[src/rtl/accl_pkg.sv]
/*
 comparator control logic: register map, field positions, reset values, codes.
 assumes one 100 MHz system clock and avalon-mm word-aligned byte addresses.
*/
package accl_pkg;
    // ----------------------------------------------------------------
    // register map (byte addresses)
    // ----------------------------------------------------------------
    localparam logic [7:0] ACCL_OFS_CTRL_STATUS = 8'h08;
    localparam logic [7:0] ACCL_OFS_PAIR_SELECT = 8'h0C;
    localparam logic [7:0] ACCL_OFS_IRQ_STATUS  = 8'h10;
    localparam logic [7:0] ACCL_OFS_IRQ_MASK    = 8'h14;

    // ----------------------------------------------------------------
    // control/status field positions
    // ----------------------------------------------------------------
    localparam int ACCL_BIT_POWER_OFF = 7;
    localparam int ACCL_BIT_BANDGAP   = 6;
    localparam int ACCL_BIT_RESULT    = 5;
    localparam int ACCL_BIT_FLAG      = 4;
    localparam int ACCL_BIT_IRQ_EN    = 3;
    localparam int ACCL_BIT_BORROW    = 2;
    localparam int ACCL_BIT_MODE_HI   = 1;
    localparam int ACCL_BIT_MODE_LO   = 0;

    // irq status/mask bits
    localparam int ACCL_IRQ_TRIGGER   = 0;
    localparam int ACCL_IRQ_CHANGE    = 1;
    localparam int ACCL_IRQ_BITS      = 2;

    // ----------------------------------------------------------------
    // reset values
    // ----------------------------------------------------------------
    localparam logic       ACCL_RST_BIT      = 1'b0;
    localparam logic [1:0] ACCL_RST_MODE     = 2'h0;
    localparam logic [2:0] ACCL_RST_PAIR     = 3'h0;
    localparam logic [1:0] ACCL_RST_IRQ      = 2'h0;
    localparam logic       ACCL_RST_WAIT     = 1'b1;

    // ----------------------------------------------------------------
    // trigger modes and input codes
    // ----------------------------------------------------------------
    typedef enum logic [1:0] {
        ACCL_MODE_TOGGLE   = 2'b00,
        ACCL_MODE_RESERVED = 2'b01,
        ACCL_MODE_FALL     = 2'b10,
        ACCL_MODE_RISE     = 2'b11
    } accl_mode_t;

    localparam logic [1:0] ACCL_POS_PIN0    = 2'h0;
    localparam logic [1:0] ACCL_POS_PIN1    = 2'h1;
    localparam logic [1:0] ACCL_POS_PIN2    = 2'h2;
    localparam logic [1:0] ACCL_POS_BANDGAP = 2'h3;

    localparam int         ACCL_NUM_CHAN    = 11;
    localparam logic [5:0] ACCL_LAST_CHAN   = 6'h0A;
    localparam int         ACCL_BANDGAP_MV  = 1100;
    localparam int         ACCL_SYNC_STAGES = 2;
endpackage : accl_pkg

[src/rtl/accl_top.sv]
/*
 comparator control logic: input selection, result compare and synchroniser,
 trigger detection, event flag, interrupt request and avalon-mm registers.
 assumes pin levels arrive as millivolt codes and a processor supplies the
 global interrupt enable and a one-cycle vector acknowledge.
*/
// Local design decision: the Avalon-MM interface to the registers.
// Contract
// - raw result high when chosen positive input exceeds chosen negative input
// - comparator has its own interrupt, trigger on rise, fall or toggle
// - without borrowing, pair select picks fixed pin pairs, 101-111 give pin2/pin1
// - borrowing with converter off: channel 0-10 negative, pair select picks positive
// - borrow clear or converter on: negative input always from comparator pins
// - power-off bit switches comparator off at any time, output follows directly
// - bandgap select routes the 1.1V reference to the positive input
// - readable result is synchronised raw result, lagging by 1-2 clocks
// - hardware sets flag when an output event matches trigger mode
// - vector acknowledge clears the flag automatically
// - writing one to flag clears it, writing zero leaves it
// - request only while flag, irq enable and global enable all set
// - irq enable zero disables the request regardless of flag
// - control/status at 0x08, layout fixed, all but result reset zero
// - mode 00 toggle, 01 reserved, 10 falling, 11 rising
module accl_top
    import accl_pkg::*;
#(
    parameter int LEVEL_W = 13
) (
    input  wire logic               clk,
    input  wire logic               rst_b,
    input  wire logic [7:0]         avs_address,
    input  wire logic               avs_read,
    input  wire logic               avs_write,
    input  wire logic [31:0]        avs_writedata,
    input  wire logic [3:0]         avs_byteenable,
    output logic      [31:0]        avs_readdata,
    output logic                    avs_waitrequest,
    input  wire logic [LEVEL_W-1:0] cmp_pin0,
    input  wire logic [LEVEL_W-1:0] cmp_pin1,
    input  wire logic [LEVEL_W-1:0] cmp_pin2,
    input  wire logic [LEVEL_W-1:0] converter_channel_pins [ACCL_NUM_CHAN],
    input  wire logic               converter_enable,
    input  wire logic [5:0]         channel_select_field,
    input  wire logic               global_irq_enable,
    input  wire logic               vector_ack,
    output logic                    comparator_power_off,
    output logic                    raw_result,
    output logic [1:0]              positive_source,
    output logic                    negative_from_channel,
    output logic [3:0]              negative_index,
    output logic                    comparator_irq_req,
    output logic                    irq
);
    localparam logic [LEVEL_W-1:0] BANDGAP_LEVEL = LEVEL_W'(ACCL_BANDGAP_MV);

    // ----------------------------------------------------------------
    // registers
    // ----------------------------------------------------------------
    logic                    power_off_q;
    logic                    bandgap_q;
    logic                    flag_q;
    logic                    irq_en_q;
    logic                    borrow_q;
    logic [1:0]              mode_q;
    logic [2:0]              pair_q;
    logic [ACCL_IRQ_BITS-1:0] irq_status_q;
    logic [ACCL_IRQ_BITS-1:0] irq_mask_q;
    logic                    wait_q;
    logic [31:0]             rdata_q;
    logic [ACCL_SYNC_STAGES-1:0] sync_q;
    logic                    prev_q;
    logic                    raw_q;
    logic [1:0]              pos_src_q;
    logic                    neg_chan_q;
    logic [3:0]              neg_idx_q;
    logic                    req_q;
    logic                    irq_q;

    logic                    result;
    logic                    wr_fire;
    logic                    wr_csr;
    logic                    borrow_act;
    logic                    trig_evt;
    logic                    change_evt;
    logic [1:0]              pos_src_d;
    logic                    neg_chan_d;
    logic [3:0]              neg_idx_d;
    logic [LEVEL_W-1:0]      pos_lvl;
    logic [LEVEL_W-1:0]      neg_lvl;
    logic                    raw_d;
    logic [31:0]             rd_mux;

    assign result  = sync_q[ACCL_SYNC_STAGES-1];
    assign wr_fire = avs_write && !wait_q && avs_byteenable[0];
    assign wr_csr  = wr_fire && (avs_address == ACCL_OFS_CTRL_STATUS);

    // ----------------------------------------------------------------
    // input selection
    // ----------------------------------------------------------------
    assign borrow_act = borrow_q && !converter_enable
                        && (channel_select_field <= ACCL_LAST_CHAN);

    always_comb begin
        pos_src_d  = ACCL_POS_PIN2;
        neg_chan_d = 1'b0;
        neg_idx_d  = 4'h1;
        if (borrow_act) begin
            neg_chan_d = 1'b1;
            neg_idx_d  = channel_select_field[3:0];
            if (pair_q == 3'h0) begin
                pos_src_d = ACCL_POS_PIN0;
            end else if (pair_q[2:1] == 2'h1) begin
                pos_src_d = ACCL_POS_PIN1;
            end else begin
                pos_src_d = ACCL_POS_PIN2;
            end
        end else begin
            case (pair_q)
                3'h0: begin
                    pos_src_d = ACCL_POS_PIN0;
                    neg_idx_d = 4'h1;
                end
                3'h1: begin
                    pos_src_d = ACCL_POS_PIN0;
                    neg_idx_d = 4'h2;
                end
                3'h2: begin
                    pos_src_d = ACCL_POS_PIN1;
                    neg_idx_d = 4'h0;
                end
                3'h3: begin
                    pos_src_d = ACCL_POS_PIN1;
                    neg_idx_d = 4'h2;
                end
                3'h4: begin
                    pos_src_d = ACCL_POS_PIN2;
                    neg_idx_d = 4'h0;
                end
                default: begin
                    pos_src_d = ACCL_POS_PIN2;
                    neg_idx_d = 4'h1;
                end
            endcase
        end
        if (bandgap_q) begin
            pos_src_d = ACCL_POS_BANDGAP;
        end
    end

    always_comb begin
        case (pos_src_d)
            ACCL_POS_PIN0: pos_lvl = cmp_pin0;
            ACCL_POS_PIN1: pos_lvl = cmp_pin1;
            ACCL_POS_PIN2: pos_lvl = cmp_pin2;
            default:       pos_lvl = BANDGAP_LEVEL;
        endcase
        if (neg_chan_d) begin
            neg_lvl = converter_channel_pins[neg_idx_d];
        end else begin
            case (neg_idx_d)
                4'h0:    neg_lvl = cmp_pin0;
                4'h1:    neg_lvl = cmp_pin1;
                default: neg_lvl = cmp_pin2;
            endcase
        end
        raw_d = !power_off_q && (pos_lvl > neg_lvl);
    end

    always_ff @(posedge clk or negedge rst_b) begin
        if (!rst_b) begin
            pos_src_q  <= ACCL_POS_PIN0;
            neg_chan_q <= ACCL_RST_BIT;
            neg_idx_q  <= 4'h1;
            raw_q      <= ACCL_RST_BIT;
        end else begin
            pos_src_q  <= pos_src_d;
            neg_chan_q <= neg_chan_d;
            neg_idx_q  <= neg_idx_d;
            raw_q      <= raw_d;
        end
    end

    // ----------------------------------------------------------------
    // result synchroniser and trigger detection
    // ----------------------------------------------------------------
    always_ff @(posedge clk or negedge rst_b) begin
        if (!rst_b) begin
            sync_q <= '0;
            prev_q <= ACCL_RST_BIT;
        end else begin
            sync_q <= {sync_q[ACCL_SYNC_STAGES-2:0], raw_d};
            prev_q <= result;
        end
    end

    assign change_evt = result != prev_q;

    always_comb begin
        case (accl_mode_t'(mode_q))
            ACCL_MODE_TOGGLE: trig_evt = change_evt;
            ACCL_MODE_FALL:   trig_evt = change_evt && !result;
            ACCL_MODE_RISE:   trig_evt = change_evt && result;
            default:          trig_evt = 1'b0;
        endcase
    end

    // ----------------------------------------------------------------
    // event flag and interrupt request
    // ----------------------------------------------------------------
    always_ff @(posedge clk or negedge rst_b) begin
        if (!rst_b) begin
            flag_q <= ACCL_RST_BIT;
        end else if (trig_evt) begin
            flag_q <= 1'b1;
        end else if (vector_ack) begin
            flag_q <= 1'b0;
        end else if (wr_csr && avs_writedata[ACCL_BIT_FLAG]) begin
            flag_q <= 1'b0;
        end
    end

    always_ff @(posedge clk or negedge rst_b) begin
        if (!rst_b) begin
            req_q <= ACCL_RST_BIT;
        end else begin
            req_q <= flag_q && irq_en_q && global_irq_enable;
        end
    end

    always_ff @(posedge clk or negedge rst_b) begin
        if (!rst_b) begin
            irq_status_q <= ACCL_RST_IRQ;
            irq_mask_q   <= ACCL_RST_IRQ;
            irq_q        <= ACCL_RST_BIT;
        end else begin
            irq_status_q <= (irq_status_q
                             & ~((wr_fire && avs_address == ACCL_OFS_IRQ_STATUS)
                                 ? avs_writedata[ACCL_IRQ_BITS-1:0] : ACCL_RST_IRQ))
                            | {change_evt, trig_evt};
            if (wr_fire && avs_address == ACCL_OFS_IRQ_MASK) begin
                irq_mask_q <= avs_writedata[ACCL_IRQ_BITS-1:0];
            end
            irq_q <= |(irq_status_q & irq_mask_q);
        end
    end

    // ----------------------------------------------------------------
    // control registers
    // ----------------------------------------------------------------
    always_ff @(posedge clk or negedge rst_b) begin
        if (!rst_b) begin
            power_off_q <= ACCL_RST_BIT;
            bandgap_q   <= ACCL_RST_BIT;
            irq_en_q    <= ACCL_RST_BIT;
            borrow_q    <= ACCL_RST_BIT;
            mode_q      <= ACCL_RST_MODE;
            pair_q      <= ACCL_RST_PAIR;
        end else if (wr_csr) begin
            power_off_q <= avs_writedata[ACCL_BIT_POWER_OFF];
            bandgap_q   <= avs_writedata[ACCL_BIT_BANDGAP];
            irq_en_q    <= avs_writedata[ACCL_BIT_IRQ_EN];
            borrow_q    <= avs_writedata[ACCL_BIT_BORROW];
            mode_q      <= avs_writedata[ACCL_BIT_MODE_HI:ACCL_BIT_MODE_LO];
        end else if (wr_fire && avs_address == ACCL_OFS_PAIR_SELECT) begin
            pair_q <= avs_writedata[2:0];
        end
    end

    // ----------------------------------------------------------------
    // avalon-mm slave
    // ----------------------------------------------------------------
    always_comb begin
        rd_mux = 32'h0000_0000;
        case (avs_address)
            ACCL_OFS_CTRL_STATUS: rd_mux[7:0] = {power_off_q, bandgap_q, result, flag_q,
                                                 irq_en_q, borrow_q, mode_q};
            ACCL_OFS_PAIR_SELECT: rd_mux[2:0] = pair_q;
            ACCL_OFS_IRQ_STATUS:  rd_mux[ACCL_IRQ_BITS-1:0] = irq_status_q;
            ACCL_OFS_IRQ_MASK:    rd_mux[ACCL_IRQ_BITS-1:0] = irq_mask_q;
            default:              rd_mux = 32'h0000_0000;
        endcase
    end

    always_ff @(posedge clk or negedge rst_b) begin
        if (!rst_b) begin
            wait_q  <= ACCL_RST_WAIT;
            rdata_q <= 32'h0000_0000;
        end else begin
            wait_q <= !(wait_q && (avs_read || avs_write));
            if (wait_q && avs_read) begin
                rdata_q <= rd_mux;
            end
        end
    end

    assign avs_readdata          = rdata_q;
    assign avs_waitrequest       = wait_q;
    assign comparator_power_off  = power_off_q;
    assign raw_result            = raw_q;
    assign positive_source       = pos_src_q;
    assign negative_from_channel = neg_chan_q;
    assign negative_index        = neg_idx_q;
    assign comparator_irq_req    = req_q;
    assign irq                   = irq_q;
endmodule // accl_top

[config.mk]
export PLATFORM = sky130hd
export DESIGN_NAME = accl_top
export DESIGN_NICKNAME = d
export VERILOG_FILES = /design/src/rtl/accl_pkg.sv /design/src/rtl/accl_top.sv
export SDC_FILE = /design/constraint.sdc
export NUM_CORES = 1
export LEC_CHECK = 0
export BUFFER_PORTS_ARGS = -buffer_cell sky130_fd_sc_hd__buf_2
export CAP_MARGIN = 5
export CORE_AREA = 2 2 111 113
export DETAILED_ROUTE_END_ITERATION = 8
export DIE_AREA = 0 0 113 115
export PLACE_DENSITY = 0.72
export SLEW_MARGIN = 10
export SYNTH_ARGS = -nofsm -noshare
export SYNTH_HDL_FRONTEND = slang
export SYNTH_SLANG_ARGS = --single-unit
[constraint.sdc]
create_clock -name clk -period 9.45 [get_ports clk]
set_clock_uncertainty 0.2 [all_clocks]
set_input_delay 2.3625 -clock clk [delete_from_list [all_inputs] [get_ports clk]]
set_output_delay 2.3625 -clock clk [all_outputs]
set_load 0.05 [all_outputs]
# --- Word level (Yosys, flattened, before mapping) ---
# Index checks and enable logic that the tools add are counted.
word_totals:
  reg_bits: 36
  output_inout_bits: 44
classes:
  n_lt_le_gt_ge: 3
  eq_ne: 15
  mux: 22
  bitwise: 6
  reduce_logical: 33
op_table:
  columns: ["cell", "n"]
  rows:
  - ["$bmux 13 s4", 1]
  - ["$mux 13", 3]
  - ["$pmux 13 s3", 1]
  - ["$pmux 13 s2", 1]
  - ["$eq 8x4->1 const B", 2]
  - ["$eq 8x5->1 const B", 2]
  - ["$logic_and 1x1->1", 16]
  - ["$gt 13x13->1", 1]
  - ["$mux 2", 5]
  - ["$reduce_or 2->1", 5]
  - ["$pmux 2 s2", 2]
  - ["$pmux 2 s4", 1]
  - ["$eq 2x2->1 const B", 3]
  - ["$eq 3x2->1 const B", 2]
  - ["$le 6x4->1 const B", 1]
  - ["$ge 5x5->1 const B", 1]
  - ["$logic_not 1->1", 5]
  - ["$mux 5", 1]
  - ["$not 4->5", 1]
  - ["$and 2x2->2", 2]
  - ["$eq 2x1->1 const B", 2]
  - ["$eq 4x1->1 const B", 1]
  - ["$logic_not 2->1", 2]
  - ["$logic_not 4->1", 1]
  - ["14 further kinds", 17]

# --- Depth between registers and ports, before layout ---
# Gate-level depths: netlist (run 1).
logic_depth:
  ltp_word: 11
  ltp_mapped: 18
  ltp_nobuf: 15

# --- Worst setup path after synthesis (run 1) ---
# No wires, ideal clock.
synth_timing:
  path_type: "input to register"
  startpoint: "input channel_select_field[5]"
  endpoint: "register sync_q[0]"
  arrival_ns: 5.417
  t_required_ns: 9.126
  slack_ns: 3.709
  path_stages: 17
  path_buffers: 4
  path_cell_list: "or4b_1 -> buf_2 -> a211o_1 -> buf_6 -> o21ai_4 -> buf_4 -> buf_4 -> mux2i_1 -> o211ai_1 -> a31oi_1 -> ha_1 -> nor2b_1 -> o21a_1 -> o21a_1 -> o21ai_0 -> a21oi_1 -> o31a_1"
synth_via:
  elab_chain_cells: 10
synth_rtl:
  columns: ["element", "line", "text"]
  rows:
  - ["start: declaration", "accl_top.sv:43", "input wire logic [5:0] channel_select_field,"]
  - ["$le 6x4->1 *", "accl_top.sv:101", "&& (channel_select_field <= ACCL_LAST_CHAN);"]
  - ["$logic_and 1x1->1 *", "accl_top.sv:101", null]
  - ["$mux 4", "accl_top.sv:107", "if (borrow_act) begin"]
  - ["$not 4->5 (implied by the code)", "accl_top.sv:158", "neg_lvl = converter_channel_pins[neg_idx_d];"]
  - ["$bmux 13 s4", "accl_top.sv:158", null]
  - ["$mux 13 (implied by the code) (2 in series)", "accl_top.sv:158", null]
  - ["$mux 13", "accl_top.sv:157", "if (neg_chan_d) begin"]
  - ["$gt 13x13->1 *", "accl_top.sv:166", "raw_d = !power_off_q && (pos_lvl > neg_lvl);"]
  - ["$logic_and 1x1->1 *", "accl_top.sv:166", null]
  - ["via raw_d", "accl_top.sv:90", "logic raw_d;"]
  - ["end signal: assignment", "accl_top.sv:191", "sync_q <= {sync_q[ACCL_SYNC_STAGES-2:0], raw_d};"]
  - ["end: declaration", "accl_top.sv:70", "logic [ACCL_SYNC_STAGES-1:0] sync_q;"]
# Mark *: on every way through the listed nets, which the timed path passes. The rest lies on a longest branch. The select of a mux whose other input is x is not followed.
# A chain may end at the register's enable or synchronous reset.

# --- Final worst setup path (run 1) ---
layout_timing:
  startpoint: "input channel_select_field[2]"
  endpoint: "register sync_q[0]"
layout_via:
  elab_chain_cells: 10
layout_rtl:
  columns: ["element", "line"]
  rows:
  - ["$le 6x4->1", "accl_top.sv:101"]
  - ["$logic_and 1x1->1", "accl_top.sv:101"]
  - ["$mux 4", "accl_top.sv:107"]
  - ["$not 4->5 (implied by the code)", "accl_top.sv:158"]
  - ["$bmux 13 s4", "accl_top.sv:158"]
  - ["$mux 13 (implied by the code) (2 in series)", "accl_top.sv:158"]
  - ["$mux 13", "accl_top.sv:157"]
  - ["$gt 13x13->1 *", "accl_top.sv:166"]
  - ["$logic_and 1x1->1 *", "accl_top.sv:166"]
  - ["via raw_d", "accl_top.sv:90"]
# Marks and branches as above.

==> summary.txt, run 1 <==
Routing
  – Post-route ant nets: 0
  – DR DRC count: 12
  – Vias/cell: 5.70
  – Total wire length: 16200 µm
  – 1st-iter DRT viols: approximately 440
  – Routed wire per std cell: about 18 µm
  – Initial DRT Pass Iterations: 9
  – Vias: 5044

Cells and area
  – Area Overhead vs Synth: 28.6%
  – Layout cell share with drive strength beyond 1: 0.382
  – Most frequent cells in the layout: buf_2 (230), o211ai_1 (61), nand2_1 (57)
  – Final Core Density: 0.467
  – Ant diodes: 0
  – Commonest non-fill, non-tap cell in the layout: buf_2
  – Layout filler cell count: approximately 1200
  – Layout net count: 989
  – Fin area: between 5000 and 6000 µm²

STA
  – Final Hold Viols: 0
  – Fmax: roughly 0.15 GHz
  – Crit path time final: around 6.8 ns
  – Final Cycle Share: 0.716
  – RSZ-0062 raised after global routing: false
  – Slew margin rel.: 0.273
  – Slew Viols, Final: 0
  – Setup TNS: 0 ns
  – Tightest Pin Transition: roughly 1.1 ns
  – Final setup fails: 0

Worst setup path
  – FF-to-FF End: sync_q[0]
  – Slowest Stage Delay on Critical Path: about 0.7 ns
  – Worst setup path class: input port to flop
  – Worst reg2reg path depth: 13
  – Startpoint type of the worst setup path: input port
  – Worst Setup End Kind: flop
  – R2R Path Start: borrow_q
  – CP Data Required Time: approximately 9.4 ns
  – Critical Path Fanout Max: 40
  – Crit-path most repeated cell: a21o_1
  – CP max stage cell: a21o_1
  – Worst reg2reg setup slack: about 4.4 ns
  – Critical Path AT: approximately 6.7 ns
  – Critical path cell sequence: buf_2 -> a21o_1 -> a21o_1 -> inv_2 -> buf_4 -> o211ai_1 -> a21oi_1 -> o41ai_1 -> o221a_1 -> ha_1 -> a21o_1 -> a211oi_1 -> nand2_1 -> o31a_1

CTS
  – CTS H-tree depth: 2
  – TritonCTS sink count: 35
  – CTS resizes: 0
  – Post CTS Setup Buffer Count: 0
  – Clock Pin Slew Worst Setup and Hold Paths: roughly 0.050 ns
  – Longest Clk Path Bufs: 2
  – Worst skew pair latency: ~0.28 ns
  – Hold_buf cts: 0
  – CTS root buf: clkbuf_16
  – CTS tree: yes
  – CTS Buf Count: 5

Status
  – Outcome: finished with violations
  – Violated checks: design-rule violations

Floorplanning
  – Starting Density: 0.363
  – FP Rows: 40
  – IO Count: between 200 and 300
  – Die H: 115 µm
  – CORE AREA: 11800 µm²
  – Chip width: between 100 and 150 µm
  – Overall die area: around 13000 µm²

Power
  – Sequential power share: 0.326
  – Comb power frac: 0.329
  – Max VDD drop: between 0.00004 and 0.00005 V
  – NetSw: approximately 0.16 mW
  – Power Internal: approximately 0.34 mW
  – Switching share of power: 0.320
  – Leak Pwr: around 2.7 nW
  – Power density cells: 89.8 nW/µm²
  – Clock power frac: 0.345

Hold path
  – Hold path endpoint: sync_q[1]
  – Min-delay src: sync_q[0]
  – HP Class: flop to flop
  – Hold Path Stages: 0

GRT
  – GRT overflow: 0
  – First-pass GRT wire length: 24300 µm
  – Pin count of the biggest net entering global routing: between 40 and 50
  – Total GRT Usage: 0.235
  – Antenna violations before repair: 0
  – Vias in the first global route: ~4600

Run
  – Max-Cap Viols: 0

Synthesis
  – EDFF count, synth: 0
  – Ys Warns: 0
  – Sequential-to-total area share from yosys stat: 0.205
  – Register bit total from synthesis: 35
  – Top cell type's share of synthesized area: 0.192
  – Syn_area_per_cell: a little under 8 µm²
  – Gate Count Post-Synth: ~540
  – Synth Flop Type: dfrtp_1
  – Mapped cell area: between 4000 and 5000 µm²
  – Fraction of registers with async set/reset: 1.00
  – Synth area leaders: dfrtp_1 (19%), o211ai_1 (11%), a211oi_1 (5.1%)
  – Largest area contributor in the netlist: dfrtp_1
  – Number of library cell types mapped by synthesis: 60

Place
  – I/O Buffers: 230
  – Hpwl dp: around 13000 µm
  – DP Area: 5360 µm²
  – RePlAce Congestion: between 0.9 and 1
[synth_stat cells, types with 5 or more instances]
library cell and instances:
a211oi_1 29, a21o_1 7, a21oi_1 33, a221o_1 6, a221oi_1 6, a22oi_1 7
a31oi_1 9, and3_1 9, buf_2 14, buf_4 27, buf_6 7, clkbuf_1 25
dfrtp_1 33, ha_1 13, inv_1 10, mux2_2 18, mux2i_1 19, nand2_1 57
nand2b_1 5, nor2_1 32, o211ai_1 61, o21a_1 5, o21ai_0 24, o221a_1 5
o221ai_1 6, o41ai_1 6
[worst max-delay path: cells and delay by family]
family | cells | cell delay [ns]
compound gates | 9 | 2.89
buf+inv | 3 | 1.14
fa+ha+maj | 1 | 0.24
simple gates | 1 | 0.08
[per-layer routing]
metal | GRT usage | wire length, µm | vias to the layer above
met4 | 0.0797 | 481 | 0
met5 | 0 | 0 | -
met3 | 0.0337 | 1250 | 29
met2 | 0.404 | 7760 | 264
met1 | 0.304 | 6680 | 2317
li1 | - | - | 2434
[per-stage QoR]
stage          hold WS (ns)  total power, mW  setup slack, ns  std cells
2_1_floorplan         0.232            0.266             3.71        565
3_3_place_gp          0.161            0.325             2.35        877
3_5_place_dp          0.174            0.326             2.32        877
4_1_cts               0.186            0.499             2.59        885
5_1_grt               0.200            0.524             2.31        885
6_report              0.178            0.496             2.68        885
[worst max path at each step]
stage,startpoint,endpoint,slack [ns],depth (start not counted)
after floorplan,channel_select_field[5],sync_q[0],3.71,17
after global placement,channel_select_field[5],sync_q[0],2.35,14
after detailed placement,channel_select_field[2],sync_q[0],2.32,14
after CTS,channel_select_field[2],sync_q[0],2.59,14
after global routing,channel_select_field[2],sync_q[0],2.31,14
final,channel_select_field[2],sync_q[0],2.68,14
[kinds of logic (layout without fill, tap and decap cells)]
| logic type | Yosys count | count (layout) | share of synthesized area |
|---|---|---|---|
| mux | 39 | 39 | 0.0994 |
| other cells | 1 | 24 | 0.000874 |
| xor+xnor | 4 | 4 | 0.00817 |
| fa+ha+maj | 13 | 13 | 0.0379 |
| flops | 35 | 35 | 0.205 |
| compound gates | 226 | 226 | 0.381 |
| simple gates | 137 | 137 | 0.152 |
| buf+inv | 87 | 260 | 0.116 |
[layout make-up]
type,count,area (µm²),share of cell area
clock buffers,8,156,0.0283
inverters,13,48.8,0.00884
multi-input cells,443,3030,0.550
flip-flops and latches,35,878,0.159
well taps,147,184,0.0333
repair buffers,239,1220,0.221
[state kept, by name, indices dropped and copies added, names as in the netlist, 2 cells and up]
| signal | count |
|---|---|
| sync_q | 2 |
| mode_q | 2 |
| irq_status_q | 2 |
| positive_source | 2 |
| negative_index | 4 |
| pair_q | 3 |
| avs_readdata | 8 |
| irq_mask_q | 2 |
[power groups by stage]
stage	Combinational (mW)	Sequential [mW]	Clock, mW
after floorplan	0.0945	0.172	0
after global placement	0.161	0.164	0
after detailed placement	0.162	0.164	0
after CTS	0.163	0.161	0.175
after global routing	0.178	0.162	0.183
final	0.163	0.161	0.171
Note: power is estimated with default switching activity, not from simulation.
==> run 2, diff against run 1 <==
- ABC_AREA: not set -> 1
- CORE_AREA: 2 2 111 113 -> 2 2 110 112
- DIE_AREA: 0 0 113 115 -> 0 0 112 114
- PLACE_DENSITY: 0.72 -> 0.75
- clock period: 9.45 -> 6.7 ns (I/O delays scaled with it)
==> run 2 against run 1 <==
  * The flow now finishes without violations
  * Sequential power is 36% higher
  * Power is 42% higher
  * Highest routed layer unchanged
  * Cell area is 2.8% higher
==> summary.txt, run 2 <==
Status
  – Outcome: finished, final reports clean

Routing
  – Vias: 5520 (+9.4%)
  – DR DRC count: 0 (-12)
  – Initial DRT Pass Iterations: 5 (-4)
  – Total wire length: 15400 µm (-5.0%)
  – Vias/cell: 4.93 (-14%)
  – 1st-iter DRT viols: 443 (+0.91%)
  – Post-route ant nets: 0 (unchanged)
  – Routed wire per std cell: 13.7 µm (-25%)

STA
  – Hold_ws: 0.181 ns (+0.00320 ns)
  – Tightest Pin Transition: 0.777 ns (-0.305 ns)
  – RSZ-0062 raised after global routing: false
  – Final setup fails: 0 (unchanged)
  – Slew Viols, Final: 0 (unchanged)
  – Slew margin rel.: 0.482 (+0.209)
  – Final Hold Viols: 0 (unchanged)
  – Fmax: between 0.15 and 0.2 GHz
  – Crit path time final: about 5.2 ns
  – Final Cycle Share: 0.783
  – Setup TNS: 0 ns (unchanged)

Worst setup path
  – Critical Path AT: 5.20 ns (-1.53 ns)
  – Worst setup path class: input port to flop
  – Worst reg2reg path depth: 17 (+4)
  – Worst Setup End Kind: flop
  – Slowest Stage Delay on Critical Path: 0.51 ns (-0.19 ns)
  – Critical Path Fanout Max: 38 (-5.0%)
  – FF-to-FF End: sync_q[0]
  – R2R Path Start: borrow_q
  – Crit-path most repeated cell: nand2_4
  – Critical path cell sequence: buf_2 -> nand2_4 -> nand2_4 -> nand2_4 -> nand2_4 -> buf_4 -> nand2_1 -> nor2_2 -> a211oi_1 -> nor2_1 -> ha_1 -> a21oi_1 -> o21ai_0 -> a21oi_1 -> nor2_1 -> o21ai_0 -> a21oi_1
  – CP Data Required Time: 6.65 ns (-2.76 ns)
  – Startpoint type of the worst setup path: input port
  – CP max stage cell: nor2_2
  – Worst reg2reg setup slack: 2.68 ns (-1.76 ns)

CTS
  – Clock Pin Slew Worst Setup and Hold Paths: 0.06 ns (about the same)
  – CTS H-tree depth: 2 (unchanged)
  – CTS Buf Count: 5 (unchanged)
  – Post CTS Setup Buffer Count: 0 (unchanged)
  – CTS tree: yes
  – Hold_buf cts: 0 (unchanged)
  – TritonCTS sink count: 35 (unchanged)
  – Longest Clk Path Bufs: 2 (unchanged)
  – CTS resizes: 0 (unchanged)
  – Worst skew pair latency: 0.28 ns (about the same)
  – CTS root buf: clkbuf_16

Place
  – RePlAce Congestion: 0.898 (-1.4%)
  – I/O Buffers: 230 (unchanged)
  – Hpwl dp: 12100 µm (-3.4%)
  – Placed cells: 1110 (+27%)

Power
  – Max VDD drop: 0.000102 V (+110%)
  – Sequential power share: 0.311 (-0.015)
  – Leak Pwr: 3.32 nW (+22%)
  – Clock power frac: 0.379 (+0.034)
  – Power density cells: 124 nW/µm² (+38%)
  – Total power draw: 0.702 mW (+42%)
  – Switching share of power: 0.325 (+0.00496)
  – Comb power frac: 0.310 (-0.019)
  – Power Internal: 0.474 mW (+41%)
  – NetSw: 0.229 mW (+44%)

Hold path
  – HP Class: flop to flop
  – Hold Path Stages: 0 (unchanged)
  – Min-delay src: sync_q[0]
  – Hold path endpoint: sync_q[1]

Synthesis
  – Ys Warns: 0 (unchanged)
  – Mapped cell area: 4430 µm² (+3.3%)
  – Gate Count Post-Synth: 762 (+41%)
  – Fraction of registers with async set/reset: 1.00 (unchanged)
  – Largest area contributor in the netlist: nand2_1
  – Most numerous cell in the Yosys netlist: nand2_1
  – List of most frequent post-synthesis cells: nand2_1 (243), nand3_1 (97), inv_1 (93), nor2_1 (69), o21ai_0 (38)
  – Synth area leaders: nand2_1 (21%), dfrtp_1 (19%), nand3_1 (11%)
  – Top cell type's share of synthesized area: 0.206 (+0.0133)
  – Synth Flop Type: dfrtp_1
  – Syn_area_per_cell: 5.82 µm² (-27%)
  – EDFF count, synth: 0 (unchanged)
  – Register bit total from synthesis: 35 (unchanged)
  – Number of library cell types mapped by synthesis: 41 (-32%)
  – Sequential-to-total area share from yosys stat: 0.198 (-0.00659)

Cells and area
  – Most frequent cells in the layout: nand2_1 (243), buf_2 (230), nand3_1 (97)
  – Max reg flops: 8 (unchanged)
  – Layout filler cell count: 1279 (+5.3%)
  – Final Core Density: 0.485 (+0.0173)
  – Area Overhead vs Synth: 28.0%
  – Non-Filler Instances: 1120 (+27%)
  – Layout net count: 1222 (+24%)
  – Sequential Area: 878 µm² (unchanged)
  – Commonest non-fill, non-tap cell in the layout: nand2_1
  – Layout cell share with drive strength beyond 1: 0.280 (-0.102)
  – Area of the multi-input gates: 2880 µm² (-5.2%)

GRT
  – GRT overflow: 0 (unchanged)
  – Pin count of the biggest net entering global routing: 41 (-4.7%)
  – Vias in the first global route: 5101 (+10%)
  – Antenna violations before repair: 1 (+1)
  – First-pass GRT wire length: 24000 µm (-1.0%)
  – Total GRT Usage: 0.231 (-0.00349)

Floorplanning
  – IO Count: 283 (unchanged)
  – Overall die area: 12800 µm² (-1.7%)
  – CORE AREA: 11700 µm² (-0.85%)
  – Chip width: 112 µm (-0.88%)
  – Starting Density: 0.379 (+0.0153)
  – Die H: 114 µm (-0.87%)
  – FP Rows: 40 (unchanged)

Run
  – Max-Cap Viols: 0 (unchanged)
==> run 2: power by group through the flow <==
stage / logic (mW) / clock network (mW) / registers, mW
final: 0.218 / 0.266 / 0.219
after global placement: 0.216 / 0 / 0.222
after detailed placement: 0.217 / 0 / 0.222
after CTS: 0.218 / 0.271 / 0.219
after floorplan: 0.132 / 0 / 0.232
after global routing: 0.245 / 0.283 / 0.219
==> run 2: stage by stage <==
step	setup slack, ns	cell area [µm²]
CTS	1.48	5670
floorplan	2.67	4520
global placement	1.24	5500
finish	1.45	5680
global route	1.22	5670
detailed placement	1.20	5500
==> run 2: final cells by class <==
cell class / instances / area share
Antenna cell: 2 / 0.000882
Timing Repair Buffer: 235 / 0.209
Clock inverter: 3 / 0.00772
Inverter: 99 / 0.0659
Clock buffer: 5 / 0.0220
Sequential cell: 35 / 0.155
Multi-Input combinational cell: 594 / 0.507
Tap cell: 147 / 0.0324
==> run 2: kinds of logic (layout without fill, tap and decap cells) <==
group | count (synthesis) | after routing | synth area share
buffers and inverters | 156 | 342 | 0.172
other | 1 | 26 | 0.000846
adder cells (fa/ha/maj) | 13 | 13 | 0.0367
flip-flops | 35 | 35 | 0.198
AO/OA/AOI/OAI | 94 | 94 | 0.124
AND/OR/NAND/NOR | 462 | 462 | 0.466
XOR/XNOR | 1 | 1 | 0.00198
==> run 2: worst max path at each step <==
stage / start / end / slack (ns) / cells past startpoint
floorplan: channel_select_field[4] / sync_q[0] / 2.67 / 19
global placement: channel_select_field[2] / sync_q[0] / 1.24 / 20
detailed placement: channel_select_field[3] / sync_q[0] / 1.20 / 17
CTS: channel_select_field[3] / sync_q[0] / 1.48 / 17
global route: channel_select_field[3] / sync_q[0] / 1.22 / 19
finish: channel_select_field[3] / sync_q[0] / 1.45 / 17
==> run 2: worst max-delay path: cells and delay by family <==
family                     cells  cell delay, ns
AOI/OAI and AO/OA              6            0.80
and+or+nand+nor                8            1.75
adders and majority gates      1            0.25
buffers and inverters          2            0.68
==> run 2: layer usage <==
| layer | part of all wire | GRT usage | vias up |
|---|---|---|---|
| li1 | - | - | 2819 |
| met1 | 0.41 | 0.282 | 2452 |
| met2 | 0.49 | 0.415 | 231 |
| met3 | 0.083 | 0.0521 | 18 |
| met4 | 0.017 | 0.0577 | 0 |
| met5 | 0 | 0 | - |
==> run 3, diff against run 2 <==
- ABC_AREA: 1 -> 0
- CORE_AREA: 2 2 110 112 -> 2 2 108 110
- DIE_AREA: 0 0 112 114 -> 0 0 110 112
- PLACE_DENSITY: 0.75 -> 0.76
- clock period: 6.7 -> 5.36 ns (I/O delays scaled with it)
==> run 3 against run 2 <==
  * Register-to-register slack worse by 1.4 ns
  * Global-route usage rose by 2.9 points
  * Clock-buffer cell count is 2 higher
  * Cell area is 0.31% higher
  * Sequential share of layout area is essentially flat
  * Largest cell class unchanged
==> summary.txt, run 3 (synthesis results as in run 1) <==
Worst setup path
  – Startpoint type of the worst setup path: input port
  – Critical path cell sequence: buf_2 -> or4b_1 -> a21o_1 -> inv_2 -> o21ai_4 -> inv_2 -> buf_4 -> o221ai_1 -> a211oi_1 -> buf_4 -> a211oi_1 -> ha_1 -> a21o_1 -> a211oi_1 -> nand2_1 -> o31a_1
  – Worst Setup End Kind: flop
  – Worst setup path class: input port to flop
  – Slowest Stage Delay on Critical Path: 0.62 ns (+0.11 ns)
  – Critical Path Fanout Max: 14 (-63%)
  – Critical Path AT: 4.88 ns (-0.32 ns)
  – CP max stage cell: or4b_1
  – CP Data Required Time: 5.31 ns (-1.34 ns)
  – Crit-path most repeated cell: a211oi_1

GRT
  – GRT overflow: 0 (unchanged)
  – Total GRT Usage: 0.260 (+0.0286)
  – First-pass GRT wire length: 25100 µm (+4.3%)
  – Antenna violations before repair: 2 (+1)
  – Vias in the first global route: 4928 (-3.4%)
  – Pin count of the biggest net entering global routing: 58 (+41%)

STA
  – Crit path time final: 4.93 ns
  – Setup TNS: 0 ns (unchanged)
  – Final Cycle Share: 0.920
  – Fmax: ~0.20 GHz
  – Final Hold Viols: 0 (unchanged)
  – Slew margin rel.: 0.286 (-0.196)
  – RSZ-0062 raised after global routing: false
  – Final setup fails: 0 (unchanged)
  – Slew Viols, Final: 0 (unchanged)
  – Tightest Pin Transition: 1.06 ns (+0.285 ns)

CTS
  – TritonCTS sink count: 35 (unchanged)
  – Post CTS Setup Buffer Count: 0 (unchanged)
  – CTS Buf Count: 5 (unchanged)
  – Worst skew pair latency: 0.27 ns (about the same)
  – CTS root buf: clkbuf_16
  – CTS H-tree depth: 2 (unchanged)
  – Hold_buf cts: 0 (unchanged)
  – Longest Clk Path Bufs: 2 (unchanged)
  – CTS tree: yes
  – Clock Pin Slew Worst Setup and Hold Paths: 0.05 ns (about the same)
  – CTS resizes: 0 (unchanged)

Place
  – RePlAce Congestion: 0.968 (+7.9%)
  – I/O Buffers: 230 (unchanged)
  – Hpwl dp: 13200 µm (+8.5%)

Power
  – Power density cells: 148 nW/µm² (+19%)
  – Max VDD drop: 0.000175 V (+71%)
  – Total power draw: 0.840 mW (+20%)
  – Leak Pwr: 2.81 nW (-15%)

Routing
  – 1st-iter DRT viols: 491 (+11%)
  – DR DRC count: 0 (unchanged)
  – Post-route ant nets: 0 (unchanged)
  – Vias: 5249 (-4.9%)
  – Vias/cell: 5.80 (+18%)
  – Routed wire per std cell: 18.3 µm (+33%)
  – Total wire length: 16500 µm (+7.5%)
  – Initial DRT Pass Iterations: 5 (unchanged)

Hold path
  – HP Class: flop to flop

Floorplanning
  – Chip width: 110 µm (-1.8%)
  – Starting Density: 0.384 (+0.00542)
  – Die H: 112 µm (-1.8%)
  – CORE AREA: 11200 µm² (-4.6%)
  – FP Rows: 39 (-2.5%)
  – Overall die area: 12300 µm² (-3.5%)
  – IO Count: 283 (unchanged)

Cells and area
  – Area Overhead vs Synth: 32.7%
  – Max reg flops: 8 (unchanged)
  – Commonest non-fill, non-tap cell in the layout: buf_2
  – Most frequent cells in the layout: buf_2 (230), o211ai_1 (61), nand2_1 (57)
  – Layout cell share with drive strength beyond 1: 0.399 (+0.119)
  – Layout net count: 1012 (-17%)

Status
  – Outcome: finished, final reports clean

Run
  – Max-Cap Viols: 0 (unchanged)
[run 3: changes by cell type in the layout (fill, tap and decap cells not counted), moves of 9 or more]
cell,before,now
o211ai_1,5,61
a211oi_1,6,29
nand3_1,97,4
inv_1,93,10
nand3b_1,14,3
buf_4,5,30
and3_1,0,9
nand2_1,243,57
nor2_1,69,32
o21ai_0,38,24
mux2_2,0,18
mux2i_1,0,19
[run 3: layout make-up]
type,instances,area [µm²]
Antenna cell,2,5.00
Clock buffer,7,133
Fill cell,1135,5480
Inverter,13,48.8
Multi-Input combinational cell,443,3030
Sequential cell,35,878
Tap cell,143,179
Timing Repair Buffer,262,1420
[run 3: worst paths after layout]
check,cells after the start,from,slack (ns),end
worst max register to register,14,pair_q[0],1.27,sync_q[0]
worst min-delay path,0,sync_q[0],0.21,sync_q[1]
min in group asynchronous,1,rst_b,0.94,comparator_irq_req
worst max-delay path,16,channel_select_field[5],0.43,sync_q[0]
worst min register to register,0,sync_q[0],0.21,sync_q[1]
max in group asynchronous,1,rst_b,3.53,irq_status_q[1]
[run 3: stage by stage]
step	setup slack, ns	cells	util	hold slack (ns)	instance area (µm²)
after floorplan	0.642	565	-	0.232	4380
after global placement	0.199	896	0.497	0.200	5560
after detailed placement	0.151	896	0.497	0.196	5560
after CTS	0.429	903	0.509	0.208	5690
after global routing	0.180	905	0.509	0.230	5690
final	0.430	905	0.509	0.212	5690
[run 3: layer usage]
metal / GRT usage / part of all wire / vias up
met2: 0.452 / 0.49 / 307
met5: 0 / 0 / -
li1: - / - / 2492
met3: 0.0328 / 0.083 / 41
met1: 0.322 / 0.39 / 2409
met4: 0.0979 / 0.036 / 0
[run 3: report_power, final]
| part | total [mW] | switching, mW | internal [mW] | leakage [nW] |
|---|---|---|---|---|
| combinational | 0.292 | 0.168 | 0.123 | 2.29 |
| clock | 0.263 | 0.0938 | 0.170 | 0.0640 |
| sequential | 0.285 | 0.00932 | 0.276 | 0.454 |
| total | 0.840 | 0.271 | 0.569 | 2.81 |
[run 3: critical path: cells and delay by family]
kind,cells,cell delay [ns]
compound gates,8,1.72
fa+ha+maj,1,0.18
buf+inv,5,0.92
simple gates,2,0.71
